File: src/inc/ropat_pkg.sv
package ropat_pkg;

    // clock and time base
    localparam int unsigned CLK_PERIOD_NS = 20;
    localparam int unsigned TICK_US = 50;
    localparam int unsigned TICK_CYCLES = TICK_US * 1000 / CLK_PERIOD_NS;
    localparam logic [11:0] TICK_LAST = 12'(TICK_CYCLES - 1);

    // group geometry: blocks 0/1 source, 2/3 sink
    localparam int NPTS = 16;
    localparam int NBLK = 4;
    localparam logic [3:0] PT_LAST = 4'hF;
    localparam logic [1:0] BLK_SRC0 = 2'h0;
    localparam logic [1:0] BLK_SRC1 = 2'h1;
    localparam logic [1:0] BLK_SNK0 = 2'h2;
    localparam logic [1:0] BLK_SNK1 = 2'h3;

    // pulse times in microseconds as printed
    localparam int unsigned W32_US = 1000;
    localparam int unsigned WOFF_FIRST_US = 1700;
    localparam int unsigned WOFF_MAX_US = 20000;
    localparam int unsigned WOFF_STEP_US = 3050;
    localparam int unsigned WON_FIRST_US = 5000;
    localparam int unsigned WON_SECOND_US = 7500;
    localparam int unsigned GAP_US = 10000;

    // same times in ticks
    localparam logic [8:0] T_32 = 9'(W32_US / TICK_US);
    localparam logic [8:0] T_OFF_FIRST = 9'((WOFF_FIRST_US + TICK_US - 1) / TICK_US);
    localparam logic [8:0] T_OFF_MAX = 9'(WOFF_MAX_US / TICK_US);
    localparam logic [8:0] T_OFF_STEP = 9'(WOFF_STEP_US / TICK_US);
    localparam logic [8:0] T_ON_FIRST = 9'(WON_FIRST_US / TICK_US);
    localparam logic [8:0] T_ON_SECOND = 9'(WON_SECOND_US / TICK_US);
    localparam logic [8:0] T_GAP = 9'(GAP_US / TICK_US);
    localparam logic [8:0] T_ONE = 9'h001;

    // pulse count limits
    localparam logic [2:0] MAX_PULSES_OFF = 3'h7;
    localparam logic [2:0] MAX_PULSES_ON = 3'h2;

    typedef enum logic [6:0] {
        ST_IDLE  = 7'h01,
        ST_CHECK = 7'h02,
        ST_SEL   = 7'h04,
        ST_PULSE = 7'h08,
        ST_GAP   = 7'h10,
        ST_NEXT  = 7'h20,
        ST_DONE  = 7'h40
    } ropat_state_t;

endpackage : ropat_pkg

File: src/rtl/ropat_tick.sv
`timescale 1ns/1ps
module ropat_tick
    import ropat_pkg::*;
(
    // clock and reset
    input wire logic i_ref_clk,
    input wire logic i_rst_n,
    // time base
    output logic o_tick
);
    typedef struct packed {
        logic [11:0] cnt;
        logic tick;
    } ropat_tick_t;

    ropat_tick_t s_reg;
    ropat_tick_t s_next;

    always_comb begin
        s_next = s_reg;
        s_next.tick = (s_reg.cnt == TICK_LAST);
        s_next.cnt = s_next.tick ? 12'h000 : s_reg.cnt + 12'h001;
    end

    always_ff @(posedge i_ref_clk) begin
        if (!i_rst_n) begin
            s_reg <= '0;
        end else begin
            s_reg <= s_next;
        end
    end

    assign o_tick = s_reg.tick;

endmodule : ropat_tick

File: src/rtl/ropat_nl_merge.sv
`timescale 1ns/1ps
module ropat_nl_merge
    import ropat_pkg::*;
(
    // clock and reset
    input wire logic i_ref_clk,
    input wire logic i_rst_n,
    // point state and per-block no-load flags
    input wire logic [NPTS-1:0] i_point_on,
    input wire logic [NBLK-1:0][NPTS-1:0] i_nl,
    // merged report
    output logic [NPTS-1:0] o_nl_fault,
    output logic [NPTS-1:0][1:0] o_nl_loc
);
    typedef struct packed {
        logic [NBLK-1:0][NPTS-1:0] prev;
        logic [NPTS-1:0] fault;
        logic [NPTS-1:0][1:0] loc;
    } ropat_nl_t;

    ropat_nl_t s_reg;
    ropat_nl_t s_next;
    logic [NPTS-1:0] fault_w;
    logic [NPTS-1:0][1:0] loc_w;

    genvar g;
    generate
        for (g = 0; g < NPTS; g++) begin : g_pt
            logic src_both;
            logic snk_both;
            logic [1:0] src_loc;
            logic [1:0] snk_loc;
            assign src_both = i_nl[0][g] & i_nl[1][g];
            assign snk_both = i_nl[2][g] & i_nl[3][g];
            // the block whose flag arrived last names the fault
            assign src_loc = (s_reg.prev[0][g] & ~s_reg.prev[1][g]) ? BLK_SRC1 :
                             (s_reg.prev[1][g] & ~s_reg.prev[0][g]) ? BLK_SRC0 :
                             (s_reg.prev[0][g] & s_reg.fault[g]) ? s_reg.loc[g] : BLK_SRC1;
            assign snk_loc = (s_reg.prev[2][g] & ~s_reg.prev[3][g]) ? BLK_SNK1 :
                             (s_reg.prev[3][g] & ~s_reg.prev[2][g]) ? BLK_SNK0 :
                             (s_reg.prev[2][g] & s_reg.fault[g]) ? s_reg.loc[g] : BLK_SNK1;
            always_comb begin
                if (!i_point_on[g]) begin
                    fault_w[g] = |{i_nl[3][g], i_nl[2][g], i_nl[1][g], i_nl[0][g]};
                    loc_w[g] = i_nl[0][g] ? BLK_SRC0 : i_nl[1][g] ? BLK_SRC1 :
                               i_nl[2][g] ? BLK_SNK0 : BLK_SNK1;
                end else begin
                    fault_w[g] = src_both | snk_both;
                    loc_w[g] = src_both ? src_loc : snk_loc;
                end
            end
        end
    endgenerate

    always_comb begin
        s_next = s_reg;
        s_next.prev = i_nl;
        s_next.fault = fault_w;
        s_next.loc = loc_w;
    end

    always_ff @(posedge i_ref_clk) begin
        if (!i_rst_n) begin
            s_reg <= '0;
        end else begin
            s_reg <= s_next;
        end
    end

    assign o_nl_fault = s_reg.fault;
    assign o_nl_loc = s_reg.loc;
endmodule : ropat_nl_merge

File: src/rtl/ropat_top.sv
// Functional notes
// shut group down on lost block or fault that could block trip-off
// start test only with all blocks online and no block override
// every point unforced, fault-free, same state on all blocks
// lit points get on-off-on, dark points get off-on-off
// 32-circuit blocks use pulses of about one millisecond
// 16-circuit off-on-off starts with 1.7 ms pulse, samples current
// check feedback after each pulse; wrong lengthens and repeats, right stops
// off-on-off at most seven pulses, 1.7 ms to 20 ms wide
// wait about 5 to 15 ms before pulsing the same point again
// on-off-on first drives off 5 ms, checks only voltage feedback
// wrong voltage gives one more 7.5 ms off pulse, two at most
// block that lost all controllers drives its default state
// outputs off: any one block's no-load reports a fault
// outputs on: fault only when both sources or both sinks report
// paired fault carries location of the second reporting block
// load lit only with a source and a sink output on
// all four blocks share one output address and the same data
// blocks sharing a bus have distinct serial addresses
// manual trip forces alarm state, manual override holds normal state
// controllers should not call the pulse test themselves in redundant mode
// outputs changing during a test give no result and no fault
// unmet precondition skips the group with no pass or fail
`timescale 1ns/1ps
module ropat_top
    import ropat_pkg::*;
(
    // clock and reset
    input wire logic i_ref_clk,
    input wire logic i_rst_n,
    // group status
    input wire logic [NBLK-1:0] i_blk_online,
    input wire logic [NBLK-1:0] i_blk_override,
    input wire logic [NBLK-1:0] i_blk_comm_lost,
    input wire logic [NBLK-1:0][NPTS-1:0] i_blk_state,
    input wire logic [NBLK-1:0][NPTS-1:0] i_blk_noload,
    // configuration
    input wire logic i_is_32ckt,
    input wire logic i_noload_en,
    input wire logic [NPTS-1:0] i_norm_energized,
    input wire logic [NPTS-1:0] i_default_state,
    // shared output data and point controls
    input wire logic [NPTS-1:0] i_out_cmd,
    input wire logic [NPTS-1:0] i_force,
    input wire logic [NPTS-1:0] i_hw_fault,
    input wire logic [NPTS-1:0] i_manual_trip,
    input wire logic [NPTS-1:0] i_manual_ovr,
    // point feedback
    input wire logic [NPTS-1:0] i_volt_fb,
    input wire logic [NPTS-1:0] i_cur_ok,
    // test control
    input wire logic i_test_start,
    input wire logic i_fault_clr,
    // block drives and load state
    output logic [NBLK-1:0][NPTS-1:0] o_blk_out,
    output logic [NPTS-1:0] o_load_on,
    // test status
    output logic o_busy,
    output logic o_skip,
    output logic o_pass,
    output logic o_fail,
    output logic [NPTS-1:0] o_fault_mask,
    output logic o_shutdown,
    // no-load report
    output logic [NPTS-1:0] o_nl_fault,
    output logic [NPTS-1:0][1:0] o_nl_loc
);
    typedef struct packed {
        ropat_state_t st;
        logic [3:0] pt;
        logic mode;
        logic [2:0] pcnt;
        logic [8:0] width;
        logic [8:0] tcnt;
        logic cur_seen;
        logic aborted;
        logic [NPTS-1:0] cmd_snap;
        logic [NPTS-1:0] fail_mask;
        logic trip_latch;
        logic [NBLK-1:0][NPTS-1:0] blk_out;
        logic [NPTS-1:0] load_on;
        logic shutdown;
        logic busy;
        logic skip;
        logic pass;
        logic fail;
        logic [NPTS-1:0] fault_mask;
    } ropat_main_t;

    ropat_main_t s_reg;
    ropat_main_t s_next;
    logic tick;
    logic group_ok;
    logic points_ok;
    logic cmd_moved;
    logic fb_ok;
    logic [2:0] pmax;
    logic [8:0] wider;
    logic [NPTS-1:0] point_val;
    logic [NPTS-1:0] same_state;
    logic [NPTS-1:0] point_on;

    ropat_tick u_tick (
        .i_ref_clk(i_ref_clk),
        .i_rst_n(i_rst_n),
        .o_tick(tick)
    );

    ropat_nl_merge u_nl (
        .i_ref_clk(i_ref_clk),
        .i_rst_n(i_rst_n),
        .i_point_on(point_on),
        .i_nl(i_blk_noload),
        .o_nl_fault(o_nl_fault),
        .o_nl_loc(o_nl_loc)
    );

    genvar g;
    generate
        for (g = 0; g < NPTS; g++) begin : g_pt
            // matching circuit on every block in the same state
            assign same_state[g] = (i_blk_state[0][g] == i_blk_state[1][g]) &&
                                   (i_blk_state[0][g] == i_blk_state[2][g]) &&
                                   (i_blk_state[0][g] == i_blk_state[3][g]);
            // manual trip wins over override, both over the voted command
            always_comb begin
                if (i_manual_trip[g]) begin
                    point_val[g] = ~i_norm_energized[g];
                end else if (i_manual_ovr[g]) begin
                    point_val[g] = i_norm_energized[g];
                end else if (s_reg.busy && (s_reg.st == ST_PULSE) && (s_reg.pt == 4'(g))) begin
                    point_val[g] = ~s_reg.mode;
                end else begin
                    point_val[g] = i_out_cmd[g];
                end
            end
        end
    endgenerate

    assign point_on = s_reg.blk_out[0] | s_reg.blk_out[1];
    assign group_ok = (&i_blk_online) && !(|i_blk_override);
    assign points_ok = !(|i_force) && !(|i_hw_fault) && (&same_state);
    assign cmd_moved = (i_out_cmd != s_reg.cmd_snap);
    assign pmax = s_reg.mode ? MAX_PULSES_ON : MAX_PULSES_OFF;
    // lit points check voltage only; dark points also need current when enabled
    assign fb_ok = (i_volt_fb[s_reg.pt] == ~s_reg.mode) &&
                   (s_reg.mode || !i_noload_en || s_reg.cur_seen || i_cur_ok[s_reg.pt]);
    assign wider = ((s_reg.width + T_OFF_STEP) > T_OFF_MAX) ? T_OFF_MAX :
                   s_reg.width + T_OFF_STEP;

    always_comb begin
        s_next = s_reg;
        s_next.skip = 1'b0;
        s_next.pass = 1'b0;
        s_next.fail = 1'b0;
        unique case (s_reg.st)
            ST_IDLE: begin
                if (i_test_start) begin
                    s_next.st = ST_CHECK;
                    s_next.busy = 1'b1;
                end
            end
            ST_CHECK: begin
                if (group_ok && points_ok) begin
                    s_next.st = ST_SEL;
                    s_next.cmd_snap = i_out_cmd;
                    s_next.pt = 4'h0;
                    s_next.fail_mask = '0;
                    s_next.aborted = 1'b0;
                end else begin
                    s_next.st = ST_IDLE;
                    s_next.busy = 1'b0;
                    s_next.skip = 1'b1;
                end
            end
            ST_SEL: begin
                s_next.mode = s_reg.cmd_snap[s_reg.pt];
                s_next.pcnt = 3'h0;
                s_next.cur_seen = 1'b0;
                if (i_is_32ckt) begin
                    s_next.width = T_32;
                end else if (s_reg.cmd_snap[s_reg.pt]) begin
                    s_next.width = T_ON_FIRST;
                end else begin
                    s_next.width = T_OFF_FIRST;
                end
                s_next.tcnt = s_next.width;
                s_next.st = cmd_moved ? ST_DONE : ST_PULSE;
                s_next.aborted = cmd_moved;
            end
            ST_PULSE: begin
                if (!s_reg.mode && i_noload_en && i_cur_ok[s_reg.pt]) begin
                    s_next.cur_seen = 1'b1;
                end
                if (cmd_moved) begin
                    s_next.st = ST_DONE;
                    s_next.aborted = 1'b1;
                end else if (tick) begin
                    if (s_reg.tcnt > T_ONE) begin
                        s_next.tcnt = s_reg.tcnt - T_ONE;
                    end else begin
                        s_next.pcnt = s_reg.pcnt + 3'h1;
                        if (fb_ok) begin
                            s_next.st = ST_NEXT;
                        end else if (s_next.pcnt == pmax) begin
                            s_next.st = ST_NEXT;
                            s_next.fail_mask[s_reg.pt] = 1'b1;
                        end else begin
                            s_next.st = ST_GAP;
                            s_next.tcnt = T_GAP;
                            s_next.cur_seen = 1'b0;
                            if (i_is_32ckt) begin
                                s_next.width = T_32;
                            end else if (s_reg.mode) begin
                                s_next.width = T_ON_SECOND;
                            end else begin
                                s_next.width = wider;
                            end
                        end
                    end
                end
            end
            ST_GAP: begin
                if (cmd_moved) begin
                    s_next.st = ST_DONE;
                    s_next.aborted = 1'b1;
                end else if (tick) begin
                    if (s_reg.tcnt > T_ONE) begin
                        s_next.tcnt = s_reg.tcnt - T_ONE;
                    end else begin
                        s_next.tcnt = s_reg.width;
                        s_next.st = ST_PULSE;
                    end
                end
            end
            ST_NEXT: begin
                if (s_reg.pt == PT_LAST) begin
                    s_next.st = ST_DONE;
                end else begin
                    s_next.pt = s_reg.pt + 4'h1;
                    s_next.st = ST_SEL;
                end
            end
            ST_DONE: begin
                s_next.st = ST_IDLE;
                s_next.busy = 1'b0;
                if (!s_reg.aborted) begin
                    s_next.pass = !(|s_reg.fail_mask);
                    s_next.fail = |s_reg.fail_mask;
                    s_next.fault_mask = s_reg.fail_mask;
                    if (|(s_reg.fail_mask & i_norm_energized)) begin
                        s_next.trip_latch = 1'b1;
                    end
                end
            end
            default: begin
                s_next.st = ST_IDLE;
                s_next.busy = 1'b0;
            end
        endcase
        // a new trip fault in the clearing cycle still latches
        if (i_fault_clr && !(s_reg.st == ST_DONE && !s_reg.aborted &&
                             |(s_reg.fail_mask & i_norm_energized))) begin
            s_next.trip_latch = 1'b0;
        end
        s_next.shutdown = !(&i_blk_online) || s_next.trip_latch;
        for (int b = 0; b < NBLK; b++) begin
            s_next.blk_out[b] = i_blk_comm_lost[b] ? i_default_state : point_val;
        end
        s_next.load_on = (s_next.blk_out[0] | s_next.blk_out[1]) &
                         (s_next.blk_out[2] | s_next.blk_out[3]);
    end

    always_ff @(posedge i_ref_clk) begin
        if (!i_rst_n) begin
            s_reg <= '{st: ST_IDLE, default: '0};
        end else begin
            s_reg <= s_next;
        end
    end

    assign o_blk_out = s_reg.blk_out;
    assign o_load_on = s_reg.load_on;
    assign o_busy = s_reg.busy;
    assign o_skip = s_reg.skip;
    assign o_pass = s_reg.pass;
    assign o_fail = s_reg.fail;
    assign o_fault_mask = s_reg.fault_mask;
    assign o_shutdown = s_reg.shutdown;
endmodule : ropat_top

File: config.mk
export PLATFORM = sky130hd
export DESIGN_NAME = ropat_top
export DESIGN_NICKNAME = d
export VERILOG_FILES = /design/src/inc/ropat_pkg.sv /design/src/rtl/ropat_tick.sv /design/src/rtl/ropat_nl_merge.sv /design/src/rtl/ropat_top.sv
export SDC_FILE = /design/constraint.sdc
export NUM_CORES = 1
export LEC_CHECK = 0
export BUFFER_PORTS_ARGS = -buffer_cell sky130_fd_sc_hd__clkbuf_2
export CAP_MARGIN = 20
export CORE_AREA = 5 5 242 244
export CTS_BUF_LIST = sky130_fd_sc_hd__clkbuf_4
export CTS_CLUSTER_SIZE = 30
export DETAILED_ROUTE_END_ITERATION = 7
export DIE_AREA = 0 0 247 249
export GPL_ROUTABILITY_DRIVEN = 0
export GPL_TIMING_DRIVEN = 0
export PLACE_DENSITY = 0.53
export RECOVER_POWER = 100
export SLEW_MARGIN = 20
export SYNTH_ARGS = -nofsm -noshare
export SYNTH_HDL_FRONTEND = slang
export SYNTH_SLANG_ARGS = --single-unit
File: constraint.sdc
create_clock -name i_ref_clk -period 3.6 [get_ports i_ref_clk]
set_input_delay 0.54 -clock i_ref_clk [delete_from_list [all_inputs] [get_ports i_ref_clk]]
set_output_delay 0.54 -clock i_ref_clk [all_outputs]
set_load 0.03 [all_outputs]
==> results of run 1 <==
## kinds of logic after synthesis
logic type / after synthesis / synth area share, %
xor+xnor: 37 / 2.02
fa+ha+maj: 40 / 3.11
buf+inv: 334 / 11.4
flops: 294 / 36.7
simple gates: 739 / 23.2
compound gates: 443 / 18.3
mux: 69 / 5.20
## placed cells by master, fill, tap and decap left out, types with 54 or more instances in the layout
cell / Yosys / final
a21oi_1: 128 / 128
and2_0: 2 / 74
buf_4: 146 / 146
clkbuf_1: 89 / 244
clkbuf_2: 5 / 285
clkbuf_4: 0 / 125
dfxtp_1: 294 / 294
dlygate4sd3_1: 0 / 59
inv_1: 79 / 79
mux2i_1: 56 / 57
nand2_1: 161 / 161
nand4_1: 54 / 54
nor2_1: 205 / 205
o21ai_0: 105 / 108
## final cells by class
type	count	area, um^2
plain buffers	254	1530
clock buffers	125	938
clock inverters	22	156
well taps	756	946
fillers	5966	35400
diodes	6	15.0
flip-flops and latches	294	5890
multi-input cells	1328	8330
repair buffers	490	2560
inverters	80	300
## routing by layer
metal / vias up / global-route usage [%] / routed length, um
li1: 8028 / - / -
met3: 126 / 4.56 / 5520
met5: - / 0 / 27
met1: 7913 / 24.7 / 26900
met2: 774 / 34.8 / 31300
met4: 4 / 7.52 / 2030
## final timing paths
check / end / slack, ns / cells after the start
worst max-delay path: o_blk_out[35] / 0.14 / 9
worst min-delay path: u_nl.s_reg[48] / 0.12 / 2
worst max register to register: o_blk_out[35] / 0.14 / 9
worst min register to register: u_tick.s_reg[1] / 0.45 / 1
## repair_timing
| action | in CTS | in global routing |
|---|---|---|
| endpoints found under the setup margin | 0 | 3 |
| hold endpoints to repair | 66 | 0 |
| gates resized for setup | 0 | 3 |
| hold buffers | 59 | 0 |
## critical path, stage by stage, from the launching register on
cell	delay, ns
dfxtp_1	0.36
or4_1	0.50
buf_2	0.17
nor3_4	0.31
buf_2	0.35
nand4_1	0.19
mux2i_1	0.18
o31ai_2	0.72
o21ai_0	0.23
and2_1	0.27
## through the flow
step	std cells	hold WS (ns)	setup WS, ns	instance area, um^2	util, %
after floorplan	1956	0.418	0.963	16000	-
after global placement	3142	0.430	-0.287	19100	34.1
after detailed placement	3143	0.449	-0.0683	19200	34.2
after CTS	3349	0.00757	0.174	20900	37.2
after global routing	3352	0.0456	0.0653	20700	36.8
final	3355	0.117	0.140	20700	36.9
## report_power, final
| group | internal [mW] | switching (mW) |
|---|---|---|
| Sequential | 3.43 | 0.0949 |
| Combinational | 0.622 | 1.01 |
| Clock | 1.73 | 1.53 |
==> results.md, run 1 <==
* Outcome: finished, final reports clean
* Slew at the pin closest to its max-slew limit at 1.22 ns
* Synthesized instance count at 1,956
* All-Layer GR Usage at 20.3%
* Layout area overhead at 28.9%
* Slew margin rel. at 18.8%
* Fin Setup TNS at 0 ns
* Crit. End Element: register
* Kind of start point of the critical path: register
* Site Rows at 87
* Most numerous cell in the Yosys netlist: dfxtp_1
* HP Class: in2reg
* FFs w/ async S/R, synth at 0%
* Max Root-Sink Buffers at 3
* CTS tree: yes
* Leak at 8.92 nW
* Post-CTS setup buffer count at 0
* Clock transition at path regs at 0.06 ns
* Starting Density at 28.6%
* Crit share post-route at 96.1%
* RSZ-0062 raised after global routing: false
* Port buffer count at 430
* Hpwl dp at 52.2 mm
* Top_reg_cell synth: dfxtp_1
* Die Span Y at 249 um
* Register area share after synthesis at 36.7%
* Die Area at 0.0615 mm^2
* Cell taking the most area after synthesis: dfxtp_1
* Starting DRT DRC Count at 890
* Top cells by count, synth: 294 x dfxtp_1, 205 x nor2_1, 161 x nand2_1, 146 x buf_4, 128 x a21oi_1
* Peak supply drop at 0.177 mV
* Syn Area/Cell at 8.20 um^2
* Maxcap violations at 0
* Fin. Hold Viols at 0
* Vias in the first global route at 16,800
* Core outline area at 0.0561 mm^2
* GRT overflow at 0
* Pwr dens at 407 mW/mm^2
* Slew Viols, Final at 0
* Worst Path Required at 4.25 ns
* Initial antenna violation count at 11
* TritonRoute pass-1 iters at 5
* Global-route wire length before repair at 97.0 mm
* CP Data Arrival Time at 4.11 ns
* Cell area after synthesis at 0.0160 mm^2
* Setup Viol. Count Final at 0
* Unique masters post-synth at 87
* Critical Path Start: s_reg[162]
* Area share of the largest cell type after synthesis at 36.7%
* Die Wd at 247 um
* Min-delay src: i_blk_noload[0]
* Final #Nets at 2,862
* Mapped Nets at 2,285
* Power consumption at 8.41 mW
* Final min period at 3.46 ns
* Via density at 5.02
* Routed Antenna Nets at 0
* Max reg flops at 68
* Largest net degree at the start of global routing at 14
* Top post-synthesis cells by area: dfxtp_1 37%, buf_4 6.8%, nor2_1 4.8%
* Clk_skew at 0.0507 ns
* H-tree depth at 3
* CTS root buf: clkbuf_4
* Num CTS Buffers at 85
* Via count at 16,800
* I/O pin cnt at 439
* #FFs+latches synth at 294
* Layout cells sized above 1 at 23.9%
* Routed WL at 65.8 mm
* DRC Markers at 0
* Crit-path max FO at 10
* Setup CP Type: reg2reg
* Sink Count at 294
* Post-synth EDFFs at 0
* Routed wire per std cell at 19.6 um
* Yosys warns at 0
* Clock latency on the worst-skew pair at 0.81 ns
* Achievable Freq at 0.289 GHz
* Origin of the critical flop-to-flop path: s_reg[162]
Note: power is estimated with default switching activity, not from simulation.
==> inputs of run 2 (changes only) <==
Settings changed: CORE_AREA 5 5 242 244 to 5 5 217 271, DIE_AREA 0 0 247 249 to 0 0 222 276, MAX_ROUTING_LAYER set to met4, SKIP_LAST_GASP set to 1.
==> run 2 against run 1 <==
Effect of this change: critical endpoint is now o_load_on[10]; fmax rose by 0.79%; first-iteration DRC count rose by 25%; clock skew fell by 0.0022 ns; sequential cell count did not move; sequential power barely moved; highest routed layer is now met4.
==> results.md, run 2 (synthesized netlist as in run 1, its figures left out) <==
* Sw frac at 31.3% (about the same)
* Commonest non-fill, non-tap cell in the layout: dfxtp_1
* Routed Antenna Nets at 0 (unchanged)
* Fin. Hold Viols at 0 (unchanged)
* Num CTS Buffers at 84 (-1.2%)
* Psw at 2.59 mW (-1.7%)
* Pwr dens at 402 mW/mm^2 (-1.2%)
* Slew at the pin closest to its max-slew limit at 1.39 ns (+0.172 ns)
* Via density at 5.02 (about the same)
* Worst setup margin at 0.167 ns (+0.0271 ns)
* Final #Nets at 2,861 (-0.035%)
* Crit share post-route at 95.4% (-0.75 points)
* Core outline area at 0.0558 mm^2 (-0.41%)
* Die Span Y at 276 um (+11%)
* Die Wd at 222 um (-10%)
* Routed wire per std cell at 19.6 um (-0.21%)
* Maxcap violations at 0 (unchanged)
* Die Area at 0.0613 mm^2 (-0.38%)
* HP Class: in2reg
* Origin of the critical flop-to-flop path: s_reg[162]
* Outcome: finished, final reports clean
* Number of fill cells in the layout at 5,979 (+0.22%)
* TritonRoute pass-1 iters at 6 (+1)
* Peak supply drop at 0.221 mV (+25%)
* Int Pwr at 5.68 mW (-1.7%)
* Crit. End Element: register
* H-tree depth at 3 (unchanged)
* Power consumption at 8.27 mW (-1.7%)
* Vias in the first global route at 16,900 (+0.30%)
* CTS root buf: clkbuf_4
* Worst Path Required at 4.23 ns (-0.02 ns)
* Largest net degree at the start of global routing at 14 (unchanged)
* Global-route wire length before repair at 98.4 mm (+1.4%)
* Setup CP Type: reg2reg
* Routed WL at 65.2 mm (-0.86%)
* Pre-CTS WS at -0.172 ns (-0.104 ns)
* Achievable Freq at 0.291 GHz (+0.79%)
* Starting Density at 28.7% (+0.12 points)
* Power share of the clock group at 37.9% (-0.8 points)
* DRC Markers at 0 (unchanged)
* RSZ-0062 raised after global routing: false
* Via count at 16,700 (-0.67%)
* Max reg flops at 68 (unchanged)
* Placed instance area at 0.0191 mm^2 (-0.18%)
* Layout cells sized above 1 at 23.5% (-0.35 points)
* Clock latency on the worst-skew pair at 0.82 ns (about the same)
* Clock transition at path regs at 0.07 ns (about the same)
* Reg power frac at 42.6% (+0.7 points)
* All-Layer GR Usage at 20.9% (+0.68 points)
* Hold Path Sink: u_nl.s_reg[54]
* Initial antenna violation count at 11 (unchanged)
* GRT overflow at 0 (unchanged)
* Hpwl dp at 51.8 mm (-0.72%)
* Port buffer count at 430 (unchanged)
* Fin Setup TNS at 0 ns (unchanged)
* Combinational power share at 19.5% (about the same)
* CP Data Arrival Time at 4.06 ns (-0.05 ns)
* Max Root-Sink Buffers at 3 (unchanged)
* Setup Viol. Count Final at 0 (unchanged)
* CTS tree: yes
* R2R cell count at 9 (unchanged)
* Starting DRT DRC Count at 1,110 (+25%)
* Site Rows at 97 (+11%)
* Leak at 8.89 nW (-0.38%)
* Post-route cell area at 0.0206 mm^2 (-0.48%)
* Final min period at 3.43 ns (-0.0271 ns)
* Clk_skew at 0.0485 ns (-0.00223 ns)
* Layout area overhead at 28.2%
* Reg2reg end: o_load_on[10]
* R2R setup slack at 0.17 ns (+0.03 ns)
* I/O pin cnt at 439 (unchanged)
* Slew Viols, Final at 0 (unchanged)
* Slew margin rel. at 7.37% (-11 points)
* Min-delay src: i_blk_noload[6]
* Sink Count at 294 (unchanged)
* Post-CTS setup buffer count at 0 (unchanged)
* Worst hold path depth at 2 (unchanged)
* Crit-path max FO at 10 (unchanged)
* Kind of start point of the critical path: register
* Most frequent cells in the layout: 294 x dfxtp_1, 288 x clkbuf_2, 242 x clkbuf_1
[run 2: timing repair]
action                                 in CTS  in global routing
resized for setup                           1                  0
endpoints found under the hold margin      67                  0
hold buffers                               60                  0
setup endpoints to repair                   1                  0
[run 2: critical path, stage by stage, from the launching register on]
cell and delay [ns]:
dfxtp_1 0.35, or4_1 0.51, buf_2 0.18, nor3_4 0.28
buf_4 0.24, nand4_1 0.12, mux2i_1 0.22, o31ai_1 1.02
o2bb2a_1 0.31, a21oi_1 0.05
[run 2: power groups by stage]
stage	sequential (mW)	combinational (mW)	clock, mW
6_report	3.52	1.62	3.13
5_1_grt	3.54	1.75	3.42
4_1_cts	3.52	1.66	3.26
3_5_place_dp	3.59	1.60	0
3_3_place_gp	3.59	1.58	0
2_1_floorplan	3.56	0.976	0
[run 2: cell type report]
class	instances	area (um^2)	area share, %
multi-input combinational	1328	8310	40.4
sequential	294	5890	28.6
timing repair buffer	490	2560	12.5
buffer	254	1530	7.45
tap	742	928	4.52
clock buffer	117	878	4.27
inverter	80	300	1.46
clock inverter	18	141	0.688
antenna	10	25.0	0.122
[run 2: stage by stage]
stage | cells | hold slack, ns | util, %
after floorplan | 1956 | 0.418 | -
after global placement | 3128 | 0.431 | 34.2
after detailed placement | 3128 | 0.437 | 34.3
after CTS | 3323 | 0.0226 | 37.2
after global routing | 3333 | 0.0549 | 36.8
final | 3333 | 0.117 | 36.8
[run 2: layer usage]
| layer | vias up | track usage [%] | wire length, um |
|---|---|---|---|
| met1 | 7800 | 23.3 | 25900 |
| met3 | 162 | 4.23 | 4210 |
| met4 | 0 | 9.91 | 3040 |
| met5 | - | - | 0 |
| met2 | 762 | 36.0 | 32000 |
| li1 | 8008 | - | - |
[run 2: worst max path at each step]
| stage | depth (start not counted) | slack (ns) | endpoint | from |
|---|---|---|---|---|
| after floorplan | 8 | 0.96 | s_reg[109] | i_blk_state[17] |
| after global placement | 9 | -0.13 | o_blk_out[35] | s_reg[162] |
| after detailed placement | 9 | -0.17 | o_blk_out[35] | s_reg[162] |
| after CTS | 9 | 0.23 | o_blk_out[35] | s_reg[162] |
| after global routing | 9 | 0.04 | o_blk_out[25] | s_reg[162] |
| final | 9 | 0.17 | o_load_on[10] | s_reg[162] |
